**src/rtl/wsc_pkg.sv**
```systemverilog
// Constants and types shared by the watchdog and sleep/wake control block
package wsc_pkg;

	// Clock rate and watchdog base interval
	localparam int unsigned WSC_CLK_HZ = 50_000_000;
	localparam int unsigned WSC_WDT_PERIOD_MS = 18;
	localparam int unsigned WSC_WDT_BASE_CYC = WSC_WDT_PERIOD_MS * (WSC_CLK_HZ / 1000);

	// Oscillator start-up delay, one oscillator period per clock cycle
	localparam int unsigned WSC_OST_TOSC = 1024;
	localparam int unsigned WSC_OST_CYC = WSC_OST_TOSC;

	// Register indices; byte address is four times the index
	localparam logic [15:0] WSC_IDX_OPTION = 16'h0081;
	localparam logic [15:0] WSC_IDX_CONFIG = 16'h2007;
	localparam logic [15:0] WSC_IDX_STATUS = 16'h0003;
	localparam logic [15:0] WSC_IDX_IRQ = 16'h000B;
	localparam logic [15:0] WSC_ADDR_OPTION = {WSC_IDX_OPTION[13:0], 2'b00};
	localparam logic [15:0] WSC_ADDR_CONFIG = {WSC_IDX_CONFIG[13:0], 2'b00};
	localparam logic [15:0] WSC_ADDR_STATUS = {WSC_IDX_STATUS[13:0], 2'b00};
	localparam logic [15:0] WSC_ADDR_IRQ = {WSC_IDX_IRQ[13:0], 2'b00};

	// Reset values
	localparam logic [7:0] WSC_OPTION_RST = 8'hFF;
	localparam logic [7:0] WSC_IRQ_RST = 8'h00;

	// Option register fields
	localparam int unsigned WSC_OPT_EDGE = 6;
	localparam int unsigned WSC_OPT_OWNER = 3;
	localparam int unsigned WSC_OPT_PS_HI = 2;

	// Configuration word fields
	localparam int unsigned WSC_CFG_OSC2 = 4;
	localparam int unsigned WSC_CFG_WDT_EN = 2;
	localparam int unsigned WSC_CFG_OSC1 = 1;
	localparam int unsigned WSC_CFG_OSC0 = 0;

	// Status register fields
	localparam int unsigned WSC_STS_EXPIRY_N = 4;
	localparam int unsigned WSC_STS_SLEEP_N = 3;
	localparam int unsigned WSC_STS_OST = 1;
	localparam int unsigned WSC_STS_ASLEEP = 0;

	// Interrupt control fields
	localparam int unsigned WSC_IRQ_GIE = 7;
	localparam int unsigned WSC_IRQ_EN_LO = 4;
	localparam int unsigned WSC_IRQ_FLAG_LO = 0;
	localparam int unsigned WSC_IRQ_SRCS = 3;

	// AXI responses
	localparam logic [1:0] WSC_RESP_OKAY = 2'b00;
	localparam logic [1:0] WSC_RESP_SLVERR = 2'b10;

	// Power state
	typedef enum logic [2:0] {
		WSC_ST_RUN = 3'b001,
		WSC_ST_SLEEP = 3'b010,
		WSC_ST_OST = 3'b100
	} wsc_state_t;

endpackage : wsc_pkg

```
**src/rtl/wsc_top.sv**
```systemverilog
// Watchdog timer with sleep entry and wake-up control, AXI4-Lite registers
// How it works
// - Watchdog time base runs regardless of main oscillator gating.
// - Expiry while running gives a full device reset.
// - Expiry while asleep wakes the device without reset.
// - Fuse watchdog enable bit at zero stops the watchdog while the bit stays zero.
// - Base expiry interval is eighteen milliseconds.
// - Option register can add a prescaler up to 1:128.
// - Kick or sleep clears counter, and prescaler when assigned.
// - Every expiry clears the active-low expiry flag.
// - Sleep clears sleep flag, sets expiry flag, clears watchdog, stops oscillator.
// - I/O drive states freeze during sleep.
// - Watchdog reset never drives the external reset pin.
// - Reset pin in sleep resets; watchdog or enabled interrupt resumes.
// - Only individually enabled interrupts wake, whatever the global enable.
// - After interrupt wake, vector to handler only when global enable set.
// - Sleep instruction requests prefetch of the next instruction.
// - Enabled pending interrupt at sleep wakes immediately.
// - Every wake-up clears the watchdog counter.
// - Crystal modes wait 1024 oscillator periods before resuming.
// - Power-up sets the active-low sleep flag.
// - Interrupt flags set on events regardless of enables.
`timescale 1ns/10ps
`default_nettype none

module wsc_top
	import wsc_pkg::*;
#(
	parameter int unsigned WDT_BASE_CYCLES = wsc_pkg::WSC_WDT_BASE_CYC,
	parameter int unsigned BASE_W = 20,
	parameter int unsigned IO_W = 15,
	parameter logic [7:0] CRYSTAL_MODES = 8'h07
)
(
	input wire logic aclk,
	input wire logic aresetn,
	input wire logic [15:0] awaddr,
	input wire logic awvalid,
	output logic awready,
	input wire logic [31:0] wdata,
	input wire logic [3:0] wstrb,
	input wire logic wvalid,
	output logic wready,
	output logic [1:0] bresp,
	output logic bvalid,
	input wire logic bready,
	input wire logic [15:0] araddr,
	input wire logic arvalid,
	output logic arready,
	output logic [31:0] rdata,
	output logic [1:0] rresp,
	output logic rvalid,
	input wire logic rready,
	input wire logic [7:0] fuse_word,
	input wire logic watchdog_kick_op,
	input wire logic sleep_op,
	input wire logic external_reset_pin_n,
	input wire logic ext_edge_irq_pin,
	input wire logic port_change_evt,
	input wire logic cmp_change_evt,
	input wire logic [IO_W-1:0] io_drive_in,
	input wire logic [IO_W-1:0] io_oe_in,
	output logic [IO_W-1:0] io_drive_out,
	output logic [IO_W-1:0] io_oe_out,
	output logic reset_pin_out,
	output logic reset_pin_oe,
	output logic core_reset,
	output logic core_run,
	output logic main_osc_run,
	output logic prefetch_req,
	output logic resume_pulse,
	output logic resume_vector,
	output logic expiry_flag_n,
	output logic sleep_flag_n
);
	import wsc_pkg::*;

	localparam logic [BASE_W-1:0] BASE_LAST = BASE_W'(WDT_BASE_CYCLES - 1);
	localparam logic [9:0] OST_LAST = 10'(WSC_OST_CYC - 1);

	wsc_state_t state_r;
	wsc_state_t state_nxt;
	logic [7:0] option_r;
	logic [7:0] irq_r;
	logic [7:0] irq_nxt;
	logic [BASE_W-1:0] base_cnt_r;
	logic [7:0] pre_cnt_r;
	logic [7:0] pre_last;
	logic [9:0] ost_cnt_r;
	logic aw_held_r;
	logic w_held_r;
	logic [15:0] aw_addr_r;
	logic [7:0] w_data_r;
	logic w_strb_r;
	logic bvalid_r;
	logic [1:0] bresp_r;
	logic rvalid_r;
	logic [31:0] rdata_r;
	logic [1:0] rresp_r;
	logic [31:0] rd_word;
	logic rd_hit;
	logic wr_fire;
	logic wr_hit;
	logic wr_option;
	logic wr_irq;
	logic ext_pin_d_r;
	logic ext_evt;
	logic [WSC_IRQ_SRCS-1:0] src_evt;
	logic pending;
	logic wdt_on;
	logic owner_wdt;
	logic base_done;
	logic expiry;
	logic wdt_reset;
	logic int_rst;
	logic sleep_take;
	logic wake;
	logic resume_nxt;
	logic crystal;
	logic [IO_W-1:0] io_drive_r;
	logic [IO_W-1:0] io_oe_r;
	logic expiry_flag_n_r;
	logic sleep_flag_n_r;
	logic core_reset_r;
	logic core_run_r;
	logic main_osc_run_r;
	logic prefetch_r;
	logic resume_r;
	logic resume_vector_r;

	// AXI write channel: address and data taken in either order
	assign awready = ~aw_held_r & ~bvalid_r;
	assign wready = ~w_held_r & ~bvalid_r;
	assign wr_fire = aw_held_r & w_held_r & ~bvalid_r;
	assign wr_hit = (aw_addr_r == WSC_ADDR_OPTION) | (aw_addr_r == WSC_ADDR_IRQ)
		| (aw_addr_r == WSC_ADDR_CONFIG) | (aw_addr_r == WSC_ADDR_STATUS);
	assign wr_option = wr_fire & w_strb_r & (aw_addr_r == WSC_ADDR_OPTION);
	assign wr_irq = wr_fire & w_strb_r & (aw_addr_r == WSC_ADDR_IRQ);
	assign bvalid = bvalid_r;
	assign bresp = bresp_r;

	always_ff @(posedge aclk)
	begin
		if (!aresetn)
		begin
			aw_held_r <= 1'b0;
			w_held_r <= 1'b0;
			aw_addr_r <= 16'h0000;
			w_data_r <= 8'h00;
			w_strb_r <= 1'b0;
			bvalid_r <= 1'b0;
			bresp_r <= WSC_RESP_OKAY;
		end
		else
		begin
			if (awvalid && awready)
			begin
				aw_held_r <= 1'b1;
				aw_addr_r <= awaddr;
			end
			if (wvalid && wready)
			begin
				w_held_r <= 1'b1;
				w_data_r <= wdata[7:0];
				w_strb_r <= wstrb[0]; // Registers live in byte lane 0 only
			end
			if (wr_fire)
			begin
				aw_held_r <= 1'b0;
				w_held_r <= 1'b0;
				bvalid_r <= 1'b1;
				bresp_r <= wr_hit ? WSC_RESP_OKAY : WSC_RESP_SLVERR;
			end
			else if (bvalid_r && bready)
				bvalid_r <= 1'b0;
		end
	end

	// Read decode; unmapped addresses read zero with an error response
	always_comb
	begin
		rd_word = 32'h0000_0000;
		rd_hit = 1'b1;
		case (araddr)
			WSC_ADDR_OPTION: rd_word = {24'h000000, option_r};
			WSC_ADDR_CONFIG: rd_word = {24'h000000, fuse_word};
			WSC_ADDR_IRQ: rd_word = {24'h000000, irq_r};
			WSC_ADDR_STATUS:
			begin
				rd_word[WSC_STS_EXPIRY_N] = expiry_flag_n_r;
				rd_word[WSC_STS_SLEEP_N] = sleep_flag_n_r;
				rd_word[WSC_STS_OST] = (state_r == WSC_ST_OST);
				rd_word[WSC_STS_ASLEEP] = (state_r == WSC_ST_SLEEP);
			end
			default: rd_hit = 1'b0;
		endcase
	end

	// AXI read channel: one read outstanding, answer on the next edge
	assign arready = ~rvalid_r;
	assign rvalid = rvalid_r;
	assign rdata = rdata_r;
	assign rresp = rresp_r;

	always_ff @(posedge aclk)
	begin
		if (!aresetn)
		begin
			rvalid_r <= 1'b0;
			rdata_r <= 32'h0000_0000;
			rresp_r <= WSC_RESP_OKAY;
		end
		else if (arvalid && arready)
		begin
			rvalid_r <= 1'b1;
			rdata_r <= rd_word;
			rresp_r <= rd_hit ? WSC_RESP_OKAY : WSC_RESP_SLVERR;
		end
		else if (rvalid_r && rready)
			rvalid_r <= 1'b0;
	end

	// Option register, restored on every internal reset
	always_ff @(posedge aclk)
	begin
		if (!aresetn || int_rst)
			option_r <= WSC_OPTION_RST;
		else if (wr_option)
			option_r <= w_data_r;
	end

	// External edge detect, polarity from the option register
	always_ff @(posedge aclk)
	begin
		if (!aresetn)
			ext_pin_d_r <= 1'b0;
		else
			ext_pin_d_r <= ext_edge_irq_pin;
	end
	assign ext_evt = option_r[WSC_OPT_EDGE] ? (ext_edge_irq_pin & ~ext_pin_d_r)
		: (~ext_edge_irq_pin & ext_pin_d_r);
	assign src_evt = {cmp_change_evt, port_change_evt, ext_evt};

	// Interrupt control: software write, reset clears enables, events set flags
	always_comb
	begin
		irq_nxt = irq_r;
		if (wr_irq)
			irq_nxt = w_data_r;
		if (int_rst)
		begin
			irq_nxt[WSC_IRQ_GIE] = 1'b0;
			irq_nxt[WSC_IRQ_EN_LO +: WSC_IRQ_SRCS] = '0;
		end
		irq_nxt[WSC_IRQ_FLAG_LO +: WSC_IRQ_SRCS] = irq_nxt[WSC_IRQ_FLAG_LO +: WSC_IRQ_SRCS]
			| src_evt;
	end

	always_ff @(posedge aclk)
	begin
		if (!aresetn)
			irq_r <= WSC_IRQ_RST;
		else
			irq_r <= irq_nxt;
	end

	assign pending = |(irq_r[WSC_IRQ_EN_LO +: WSC_IRQ_SRCS]
		& irq_r[WSC_IRQ_FLAG_LO +: WSC_IRQ_SRCS]);

	assign wdt_on = fuse_word[WSC_CFG_WDT_EN];
	assign owner_wdt = option_r[WSC_OPT_OWNER];
	assign pre_last = owner_wdt ? 8'((8'h01 << option_r[WSC_OPT_PS_HI:0]) - 8'h01) : 8'h00;
	assign base_done = wdt_on & (base_cnt_r == BASE_LAST);
	assign expiry = base_done & (pre_cnt_r == pre_last);

	assign wdt_reset = expiry & (state_r == WSC_ST_RUN);
	assign int_rst = wdt_reset | ~external_reset_pin_n;
	assign sleep_take = (state_r == WSC_ST_RUN) & sleep_op & ~int_rst;
	assign wake = (state_r == WSC_ST_SLEEP) & external_reset_pin_n & (expiry | pending);
	assign crystal = CRYSTAL_MODES[{fuse_word[WSC_CFG_OSC2], fuse_word[WSC_CFG_OSC1],
		fuse_word[WSC_CFG_OSC0]}];

	// free-running time base, never gated by the main oscillator
	always_ff @(posedge aclk)
	begin
		if (!aresetn || int_rst)
			base_cnt_r <= '0;
		else if ((watchdog_kick_op && state_r == WSC_ST_RUN) || sleep_take)
			base_cnt_r <= '0;
		else if (wake)
			base_cnt_r <= '0;
		else if (base_done)
			base_cnt_r <= '0;
		else if (wdt_on)
			base_cnt_r <= BASE_W'(base_cnt_r + 1'b1);
	end

	// Prescaler only cleared by kick, sleep or wake while it serves the watchdog
	always_ff @(posedge aclk)
	begin
		if (!aresetn || int_rst)
			pre_cnt_r <= 8'h00;
		else if (owner_wdt && ((watchdog_kick_op && state_r == WSC_ST_RUN) || sleep_take || wake))
			pre_cnt_r <= 8'h00;
		else if (base_done)
			pre_cnt_r <= expiry ? 8'h00 : 8'(pre_cnt_r + 8'h01);
	end

	// Power state sequencing
	always_comb
	begin
		state_nxt = state_r;
		resume_nxt = 1'b0;
		case (state_r)
			WSC_ST_RUN:
			begin
				if (sleep_take)
				begin
					if (pending)
						resume_nxt = 1'b1;
					else
						state_nxt = WSC_ST_SLEEP;
				end
			end
			WSC_ST_SLEEP:
			begin
				// reset pin restarts, other sources resume
				if (!external_reset_pin_n)
					state_nxt = WSC_ST_RUN;
				else if (wake)
				begin
					if (crystal)
						state_nxt = WSC_ST_OST;
					else
					begin
						state_nxt = WSC_ST_RUN;
						resume_nxt = 1'b1;
					end
				end
			end
			WSC_ST_OST:
			begin
				if (!external_reset_pin_n)
					state_nxt = WSC_ST_RUN;
				else if (ost_cnt_r == OST_LAST)
				begin
					state_nxt = WSC_ST_RUN;
					resume_nxt = 1'b1;
				end
			end
			default: state_nxt = WSC_ST_RUN;
		endcase
	end

	always_ff @(posedge aclk)
	begin
		if (!aresetn)
			state_r <= WSC_ST_RUN;
		else
			state_r <= state_nxt;
	end

	always_ff @(posedge aclk)
	begin
		if (!aresetn || state_r != WSC_ST_OST)
			ost_cnt_r <= 10'h000;
		else
			ost_cnt_r <= 10'(ost_cnt_r + 10'h001);
	end

	// Status flags; expiry wins over sleep in the same cycle
	always_ff @(posedge aclk)
	begin
		if (!aresetn)
		begin
			expiry_flag_n_r <= 1'b1;
			sleep_flag_n_r <= 1'b1;
		end
		else
		begin
			if (sleep_take)
			begin
				sleep_flag_n_r <= 1'b0;
				expiry_flag_n_r <= 1'b1;
			end
			if (expiry)
				expiry_flag_n_r <= 1'b0;
		end
	end

	// pin states frozen outside run, so sleep keeps the last driven values
	always_ff @(posedge aclk)
	begin
		if (!aresetn)
		begin
			io_drive_r <= '0;
			io_oe_r <= '0;
		end
		else if (state_r == WSC_ST_RUN && !sleep_take)
		begin
			io_drive_r <= io_drive_in;
			io_oe_r <= io_oe_in;
		end
	end

	// Core-facing controls, all registered
	always_ff @(posedge aclk)
	begin
		if (!aresetn)
		begin
			core_reset_r <= 1'b0;
			core_run_r <= 1'b1;
			main_osc_run_r <= 1'b1;
			prefetch_r <= 1'b0;
			resume_r <= 1'b0;
			resume_vector_r <= 1'b0;
		end
		else
		begin
			core_reset_r <= int_rst;
			core_run_r <= (state_nxt == WSC_ST_RUN);
			main_osc_run_r <= (state_nxt != WSC_ST_SLEEP);
			prefetch_r <= sleep_take;
			resume_r <= resume_nxt;
			if (resume_nxt)
				resume_vector_r <= irq_r[WSC_IRQ_GIE] & pending;
			else if (int_rst)
				resume_vector_r <= 1'b0;
		end
	end

	assign reset_pin_out = 1'b0;
	assign reset_pin_oe = 1'b0;

	assign io_drive_out = io_drive_r;
	assign io_oe_out = io_oe_r;
	assign core_reset = core_reset_r;
	assign core_run = core_run_r;
	assign main_osc_run = main_osc_run_r;
	assign prefetch_req = prefetch_r;
	assign resume_pulse = resume_r;
	assign resume_vector = resume_vector_r;
	assign expiry_flag_n = expiry_flag_n_r;
	assign sleep_flag_n = sleep_flag_n_r;

endmodule : wsc_top

`default_nettype wire

```
**config.mk**
```make
export PLATFORM = sky130hd
export DESIGN_NAME = wsc_top
export DESIGN_NICKNAME = d
export VERILOG_FILES = /design/src/rtl/wsc_pkg.sv /design/src/rtl/wsc_top.sv
export SDC_FILE = /design/constraint.sdc
export NUM_CORES = 1
export LEC_CHECK = 0
export BUFFER_PORTS_ARGS = -buffer_cell sky130_fd_sc_hd__buf_4
export CAP_MARGIN = 0
export CORE_MARGIN = 8
export CORE_UTILIZATION = 49
export CTS_BUF_LIST = sky130_fd_sc_hd__clkbuf_4 sky130_fd_sc_hd__clkbuf_8
export CTS_CLUSTER_DIAMETER = 120
export DETAILED_ROUTE_END_ITERATION = 8
export PLACE_DENSITY = 0.82
export SYNTH_ARGS = -nofsm -noshare
export SYNTH_HDL_FRONTEND = slang
export SYNTH_SLANG_ARGS = --single-unit
```
**constraint.sdc**
```tcl
create_clock -name aclk -period 4.1 [get_ports aclk]
set_input_delay 0.82 -clock aclk [delete_from_list [all_inputs] [get_ports aclk]]
set_output_delay 0.82 -clock aclk [all_outputs]
set_load 0.1 [all_outputs]
```
==> flow_metrics.tcl, run 1 <==
set metrics [dict create \
    drive_gt1_frac 0.2274 \
    grt_max_degree 75 \
    tns_ns 0 \
    cts_root_buf "clkbuf_8" \
    post-route-cell-area_sq_um 7612 \
    antenna_found_initial 0 \
    rsz0062_at_grt "false" \
    postSynthAreaPerCell_sq_um 8.567 \
    die_x_microns 128.2 \
    peakVddDrop_uv 371.2 \
    synth_cell_types 63 \
    hold_viol_final 0 \
    initialDrtViolationCount 458 \
    clk_latency_ns 0.45 \
    r2r-end "io_oe_out[3]$_SDFFE_PN0P_" \
    place_area_sq_um 7203 \
    startpoint "base_cnt_r[10]$_SDFFE_PP0P_" \
    grt_pass1_wl_mm 24.96 \
    drv_cap 0 \
    pwr-share-seq 0.414 \
    period_share 0.6219 \
    holdWs_ns 0.4565 \
    hold_depth 2 \
    layout.nets 971 \
    ys_seq_area_frac 0.4381 \
    viasPerCell 5.189 \
    dp_hpwl_mm 11.46 \
    setup_viol 0 \
    ys.flop_type "dfxtp_1" \
    power.static_leakage_nw 3.107 \
    sw_frac_of_total 0.3611 \
    drv_slew 0 \
    synth-edff-count 0 \
    hold_buffers 0 \
    p_int_w 0.002202 \
    synth_warnings 0 \
    numCtsBuffers 17 \
    die_h_microns 128.2 \
    place_inst 1002 \
    cts-resized-gates 0 \
    arrival_ns 2.93 \
    cts_setup_buffers 0 \
    rr_worst_depth 7 \
    cp_max_fo 30 \
    syn_to_final_growth_pct 23.41 \
    syn_inst 720 \
    cp-endpoint "io_oe_out[3]$_SDFFE_PN0P_" \
    num_antenna_cells 0 \
    slew_headroom 0.3666 \
    cp_data_required_time_ns 4.48 \
    grt_usage 0.1911 \
    drcViolationCount 0 \
    combinationalPowerShare 0.259 \
    clkPwrFrac 0.326 \
    path_clk_slew_ns 0.08 \
    io_pins 200 \
    vias 5365 \
    start_kind "flop" \
    seq_area_sq_um 2703 \
    place.port_buffers 144 \
    p_sw_w 0.001245 \
    clock_skew_ns 0.009222 \
    cts_max_level 4 \
    synth_area_leader_cell "dfxtp_1" \
    async_flop_share 0 \
    clock_sinks 135 \
    grt_pass1_vias 5167 \
    synth_area_sq_um 6168 \
    power.density_nw_per_um2 452.8 \
    min_path_type "reg2reg" \
    wl_per_cell_microns 14.94 \
    ys_ff_latch 135 \
    synthTopCellsByArea "dfxtp_1 (44%), nand2_1 (9.6%), mux2i_1 (7.8%), buf_4 (3.7%), nor2_1 (3.3%)" \
    crit_path_end_kind "flop" \
    clockBufferDepth 2 \
    worst_pin_slew_ns 0.9501 \
    synth_top_area_share 0.4381 \
    wl_mm 15.45 \
    cts_tree "built" \
    fmax_mhz 392.2 \
    core_area_sq_um 12470 \
    finalNonFillerCells 1034 \
    rrSetupSlack_ns 1.55 \
    path_class "reg2reg" \
    finish.utilization 0.6107 \
    gp_congestion 0.8324 \
    multi_input_area_sq_um 3167 \
    die-area_sq_um 16440 \
    n_fill_cell 1123 \
    postRouteAntennaNets 0 \
    drtPass1Iterations 5 \
    grt-ovfl-total 0 \
    outcome "complete, no violations" \
    start_util 0.4948 \
    rr_startpoint "base_cnt_r[10]$_SDFFE_PP0P_" \
    period_needed_ns 2.550 \
    num_rows 41 \
]
## power groups by stage
stage | Combinational, W | Clock, W | Sequential, W
finish | 0.000894 | 0.00113 | 0.00143
global route | 0.000937 | 0.00121 | 0.00144
global placement | 0.000889 | 0 | 0.00146
floorplan | 0.000390 | 0 | 0.00179
detailed placement | 0.000896 | 0 | 0.00146
CTS | 0.000897 | 0.00115 | 0.00143
## state kept, by name (all words and copies together) (netlist names), 3 cells and up
signal and cells:
irq_r 8, rdata 8, state_r 3, aw_addr_r 16
option_r 8, w_data_r 8, pre_cnt_r 8, ost_cnt_r 10
io_drive_out 15, io_oe_out 15, base_cnt_r 20
## synth_stat cells (3+ instances only)
| master | n |
|---|---|
| nand3b_1 | 3 |
| buf_4 | 30 |
| xor2_1 | 20 |
| nor4b_1 | 4 |
| nand3_1 | 21 |
| ha_1 | 3 |
| mux2_2 | 3 |
| nand2b_1 | 4 |
| nand4_1 | 11 |
| nor2b_1 | 4 |
| a211oi_1 | 6 |
| nor4_1 | 4 |
| buf_2 | 5 |
| xnor2_1 | 16 |
| nor2_1 | 55 |
| dfxtp_1 | 135 |
| and2_1 | 12 |
| o211ai_1 | 3 |
| a222oi_1 | 9 |
| clkbuf_1 | 24 |
| or2_2 | 3 |
| o21ai_0 | 12 |
| and3_1 | 9 |
| nor3_1 | 31 |
| a21oi_1 | 36 |
| buf_6 | 3 |
| nand2_1 | 158 |
| inv_1 | 6 |
| mux2i_1 | 48 |
## critical path, stage by stage, from the launching register on
cell and delay, ns:
dfxtp_1 0.37, nor4b_2 0.27, nand4_1 0.23, nor4_2 0.42, o2111ai_4 0.26, a21oi_4 0.20, buf_4 0.45, mux2i_1 0.25
## routing by layer
layer / global-route usage / routed length, microns / vias up
met4: 0.08531 / 374 / 0
met5: 0 / 0 / -
met3: 0.06198 / 1003 / 26
li1: - / - / 2685
met1: 0.2252 / 6473 / 2503
met2: 0.3101 / 7599 / 151
## stage by stage
stage | worst slack, ns | power, W
4_1_cts | 1.524 | 0.003472
3_5_place_dp | 1.145 | 0.002352
2_1_floorplan | 0.9385 | 0.002181
3_3_place_gp | 1.203 | 0.002344
5_1_grt | 1.310 | 0.003586
6_report | 1.550 | 0.003447
## worst min-delay path by stage
| stage | start | endpoint | slack, ns |
|---|---|---|---|
| after CTS | aw_addr_r[0]$_SDFFE_PN0P_ | aw_addr_r[0]$_SDFFE_PN0P_ | 0.46 |
| after global routing | io_drive_out[8]$_SDFFE_PN0P_ | io_drive_out[8]$_SDFFE_PN0P_ | 0.47 |
| final | aw_addr_r[14]$_SDFFE_PN0P_ | aw_addr_r[14]$_SDFFE_PN0P_ | 0.46 |
| after detailed placement | io_drive_out[2]$_SDFFE_PN0P_ | io_drive_out[2]$_SDFFE_PN0P_ | 0.45 |
| after global placement | aw_addr_r[2]$_SDFFE_PN0P_ | aw_addr_r[2]$_SDFFE_PN0P_ | 0.44 |
| after floorplan | ost_cnt_r[0]$_SDFF_PP0_ | ost_cnt_r[0]$_SDFF_PP0_ | 0.43 |
## cell usage in the layout (no fill, tap or decap), drive strengths merged, types with 5 or more instances in the layout
cell type  count
a211oi         7
a21oi         37
a222oi         9
and2          15
and3           9
buf          146
clkbuf        21
conb          28
dfxtp        135
inv            8
mux2i         48
nand2        158
nand3         21
nand4         11
nor2          56
nor3          31
nor4           5
nor4b          5
o21ai         12
xnor2         16
xor2          20
## layout make-up
cell class	count	area share
flip-flops and latches	135	0.3550
inverters	6	0.002959
clock buffers	21	0.03797
multi-input cells	543	0.4160
well taps	172	0.02827
clock inverters	11	0.01578
repair buffers	146	0.1440
## cell families after synthesis
kind of cell               count (synthesis)  synth area share
muxes                                     52           0.08580
xor gates and xnor gates                  36           0.05112
AOI/OAI and AO/OA                         89            0.1020
DFF                                      135            0.4381
and+or+nand+nor                          335            0.2513
other                                      1         0.0006079
adders and majority gates                  3          0.006086
buffers and inverters                     69           0.06491
(Power assumes the default switching activity.)
==> inputs of run 2 (changes only) <==
Settings changed: ABC_AREA set to 1, CORE_UTILIZATION 49 to 48, PLACE_DENSITY 0.82 to 0.83.
Clock period 4.1 ns to 2.3 ns, I/O delays scaled along.
==> run 2 against run 1 <==
  * Flip-flop and latch count unchanged
  * Synthesized area up 1.8%
  * Sequential share of layout area decreased by 1.3 points
  * Register-to-register slack got worse by 1.4 ns
  * Largest cell class unchanged
  * Largest power group unchanged
  * Highest routed layer unchanged
==> flow_metrics.tcl, run 2 <==
set metrics [dict create \
    min_path_type "in2reg" \
    grt_max_degree 38 \
    drtPass1Iterations 5 \
    dp_hpwl_mm 12.47 \
    sw_frac_of_total 0.3337 \
    clk_latency_ns 0.45 \
    cp_cell_sequence "nand2_4 > nor2_1 > nand2_1 > nand2_1 > nand3_1 > nor2_2 > nand2_2 > nand2_1 > nand2_1 > nand3_4 > nor2_4 > nand2_4 > buf_12 > nor2_1" \
    cts-resized-gates 0 \
    syn_to_final_growth_pct 25.90 \
    wl_per_cell_microns 13.69 \
    syn_inst 857 \
    slowest_delay_ns 0.47 \
    rr_worst_depth 14 \
    p_int_w 0.003856 \
    finish.utilization 0.6215 \
    synth-edff-count 0 \
    synth_area_sq_um 6280 \
    p_sw_w 0.001931 \
    grt_pass1_vias 5771 \
    start_util 0.4936 \
    place.port_buffers 144 \
    clock_skew_ns 0.01431 \
    drive_gt1_frac 0.2191 \
    cp_data_required_time_ns 2.63 \
    rr_startpoint "option_r[2]$_SDFFE_PP1P_" \
    synth_cell_types 40 \
    r2r-end "base_cnt_r[16]$_SDFFE_PP0P_" \
    combinationalPowerShare 0.209 \
    setup_viol 0 \
    synth_warnings 0 \
    cp_max_fo 19 \
    die_h_microns 130.4 \
    drv_cap 0 \
    ys_seq_area_frac 0.4304 \
    clkPwrFrac 0.359 \
    grt_usage 0.1936 \
    power.density_nw_per_um2 731.9 \
    viasPerCell 5.013 \
    n_fill_cell 1125 \
    whs_endpoint "ext_pin_d_r$_SDFF_PN0_" \
    numCtsBuffers 17 \
    layout_commonest_cell "buf_4" \
    period_share 0.9222 \
    drcViolationCount 0 \
    vias 5966 \
    cts_setup_buffers 0 \
    peakVddDrop_uv 454.8 \
    async_flop_share 0 \
    slew_headroom 0.6379 \
    num_antenna_cells 0 \
    largest_register_ffs 20 \
    postRouteAntennaNets 0 \
    clockBufferDepth 2 \
    startpoint "option_r[2]$_SDFFE_PP1P_" \
    path_buf_inv 1 \
    path_class "reg2reg" \
    antenna_found_initial 0 \
    ys.flop_type "dfxtp_1" \
    path_clk_slew_ns 0.07 \
    synthTopCellsByArea "dfxtp_1 (43%), nand2_1 (9.3%), a21oi_1 (6.0%), inv_1 (6.0%), nor2_1 (5.6%)" \
    rrSetupSlack_ns 0.18 \
    num_rows 41 \
    die-area_sq_um 17000 \
    initialDrtViolationCount 454 \
    synth_area_leader_cell "dfxtp_1" \
    cts_tree "built" \
    crit_family "simple AND/OR/NAND/NOR gates" \
    hold_viol_final 0 \
    period_needed_ns 2.121 \
    start_kind "flop" \
    postSynthAreaPerCell_sq_um 7.328 \
    drv_slew 0 \
    final_cell_mix "buf_4 (156), nand2_1 (155), dfxtp_1 (132)" \
    gp_congestion 0.8976 \
    wl_mm 16.29 \
    reg_top3 "base_cnt_r: 20 flops, aw_addr_r: 16 flops" \
    seq_area_sq_um 2706 \
    pwr-share-seq 0.432 \
    power_w 0.005787 \
    power.static_leakage_nw 3.488 \
    ys_ff_latch 135 \
    synth_most_common_cell "nand2_1" \
    largest-register "base_cnt_r" \
    slowest_stage "dfxtp_1" \
    synth_commonest_cells "nand2_1 (155), dfxtp_1 (135), inv_1 (100), nor2_1 (94), a21oi_1 (75)" \
    outcome "complete, no violations" \
    crit_path_end_kind "flop" \
    hp-start "ext_edge_irq_pin" \
    fmax_mhz 471.5 \
    die_x_microns 130.4 \
    grt_pass1_wl_mm 26.57 \
    core_area_sq_um 12720 \
    cts_root_buf "clkbuf_8" \
    io_pins 200 \
    hold_depth 3 \
    worst_pin_slew_ns 0.5418 \
    cts_max_level 4 \
    layout.nets 1127 \
    synth_top_area_share 0.4304 \
    critPathMostFrequentCell "nand2_1" \
    arrival_ns 2.46 \
    grt-ovfl-total 0 \
    clock_sinks 135 \
    multi_input_area_sq_um 2982 \
    hold_buffers 0 \
]
[run 2: changes by cell type after synthesis, sizes merged, moves of 7 or more]
cell and change:
and3 -9, nor2 +53, mux2i -47, a211oi -7
inv +95, nand3 +52, a222oi -9, o211ai +7
clkbuf -9, nor3 -14, a21oi +38, o21ai +44
and2 -14, xnor2 -11
[run 2: layout make-up]
| cell class | instances | area share |
|---|---|---|
| clock buffer | 19 | 0.03228 |
| clock inverter | 13 | 0.02152 |
| inverter | 102 | 0.04890 |
| multi-input combinational | 592 | 0.3771 |
| sequential | 135 | 0.3423 |
| tap | 172 | 0.02722 |
| timing repair buffer | 157 | 0.1507 |
[run 2: per-stage QoR]
step	setup TNS (ns)	area [sq um]	instances	setup WS [ns]	hold slack, ns
finish	0	7906	1190	0.1790	0.2243
detailed placement	0	7476	1158	0.1184	0.4517
floorplan	0	6401	884	0.1155	0.4179
global route	-0.002345	7906	1190	-0.002345	0.2193
global placement	0	7476	1158	0.1461	0.4342
CTS	0	7901	1190	0.08603	0.2084
[run 2: worst max path at each step]
| stage | to | slack (ns) | cells after the start |
|---|---|---|---|
| final | base_cnt_r[16]$_SDFFE_PP0P_ | 0.18 | 14 |
| after global routing | base_cnt_r[15]$_SDFFE_PP0P_ | -0.002 | 14 |
| after CTS | base_cnt_r[16]$_SDFFE_PP0P_ | 0.09 | 14 |
| after detailed placement | base_cnt_r[19]$_SDFFE_PP0P_ | 0.12 | 14 |
| after global placement | base_cnt_r[16]$_SDFFE_PP0P_ | 0.15 | 14 |
| after floorplan | w_data_r[0]$_SDFFE_PN0P_ | 0.12 | 4 |
[run 2: power by group through the flow]
stage	Sequential, W	Clock [W]	Combinational, W
after floorplan	0.00291	0	0.000577
after global placement	0.00255	0	0.00119
after detailed placement	0.00255	0	0.00121
after CTS	0.00250	0.00211	0.00121
after global routing	0.00251	0.00222	0.00128
final	0.00250	0.00208	0.00121
[run 2: cells by family after synthesis]
| family | synth area share |
|---|---|
| XOR/XNOR | 0.03208 |
| AND/OR/NAND/NOR | 0.2895 |
| buffers and inverters | 0.1146 |
| other | 0.0005972 |
| flip-flops | 0.4304 |
| adder cells (fa/ha/maj) | 0.005978 |
| AO/OA/AOI/OAI | 0.1253 |
| multiplexers | 0.001594 |
[run 2: worst min-delay path: cells and delay by family]
family | cells | cell delay [ns]
AND/OR/NAND/NOR | 1 | 0.04
buffers and inverters | 2 | 0.14
[run 2: routing by layer]
metal | up-vias | part of all wire | GRT usage
met2 | 187 | 0.46 | 0.3062
met3 | 40 | 0.067 | 0.05348
met5 | - | 0 | 0
met1 | 2707 | 0.44 | 0.2433
met4 | 0 | 0.030 | 0.08373
li1 | 3032 | - | -
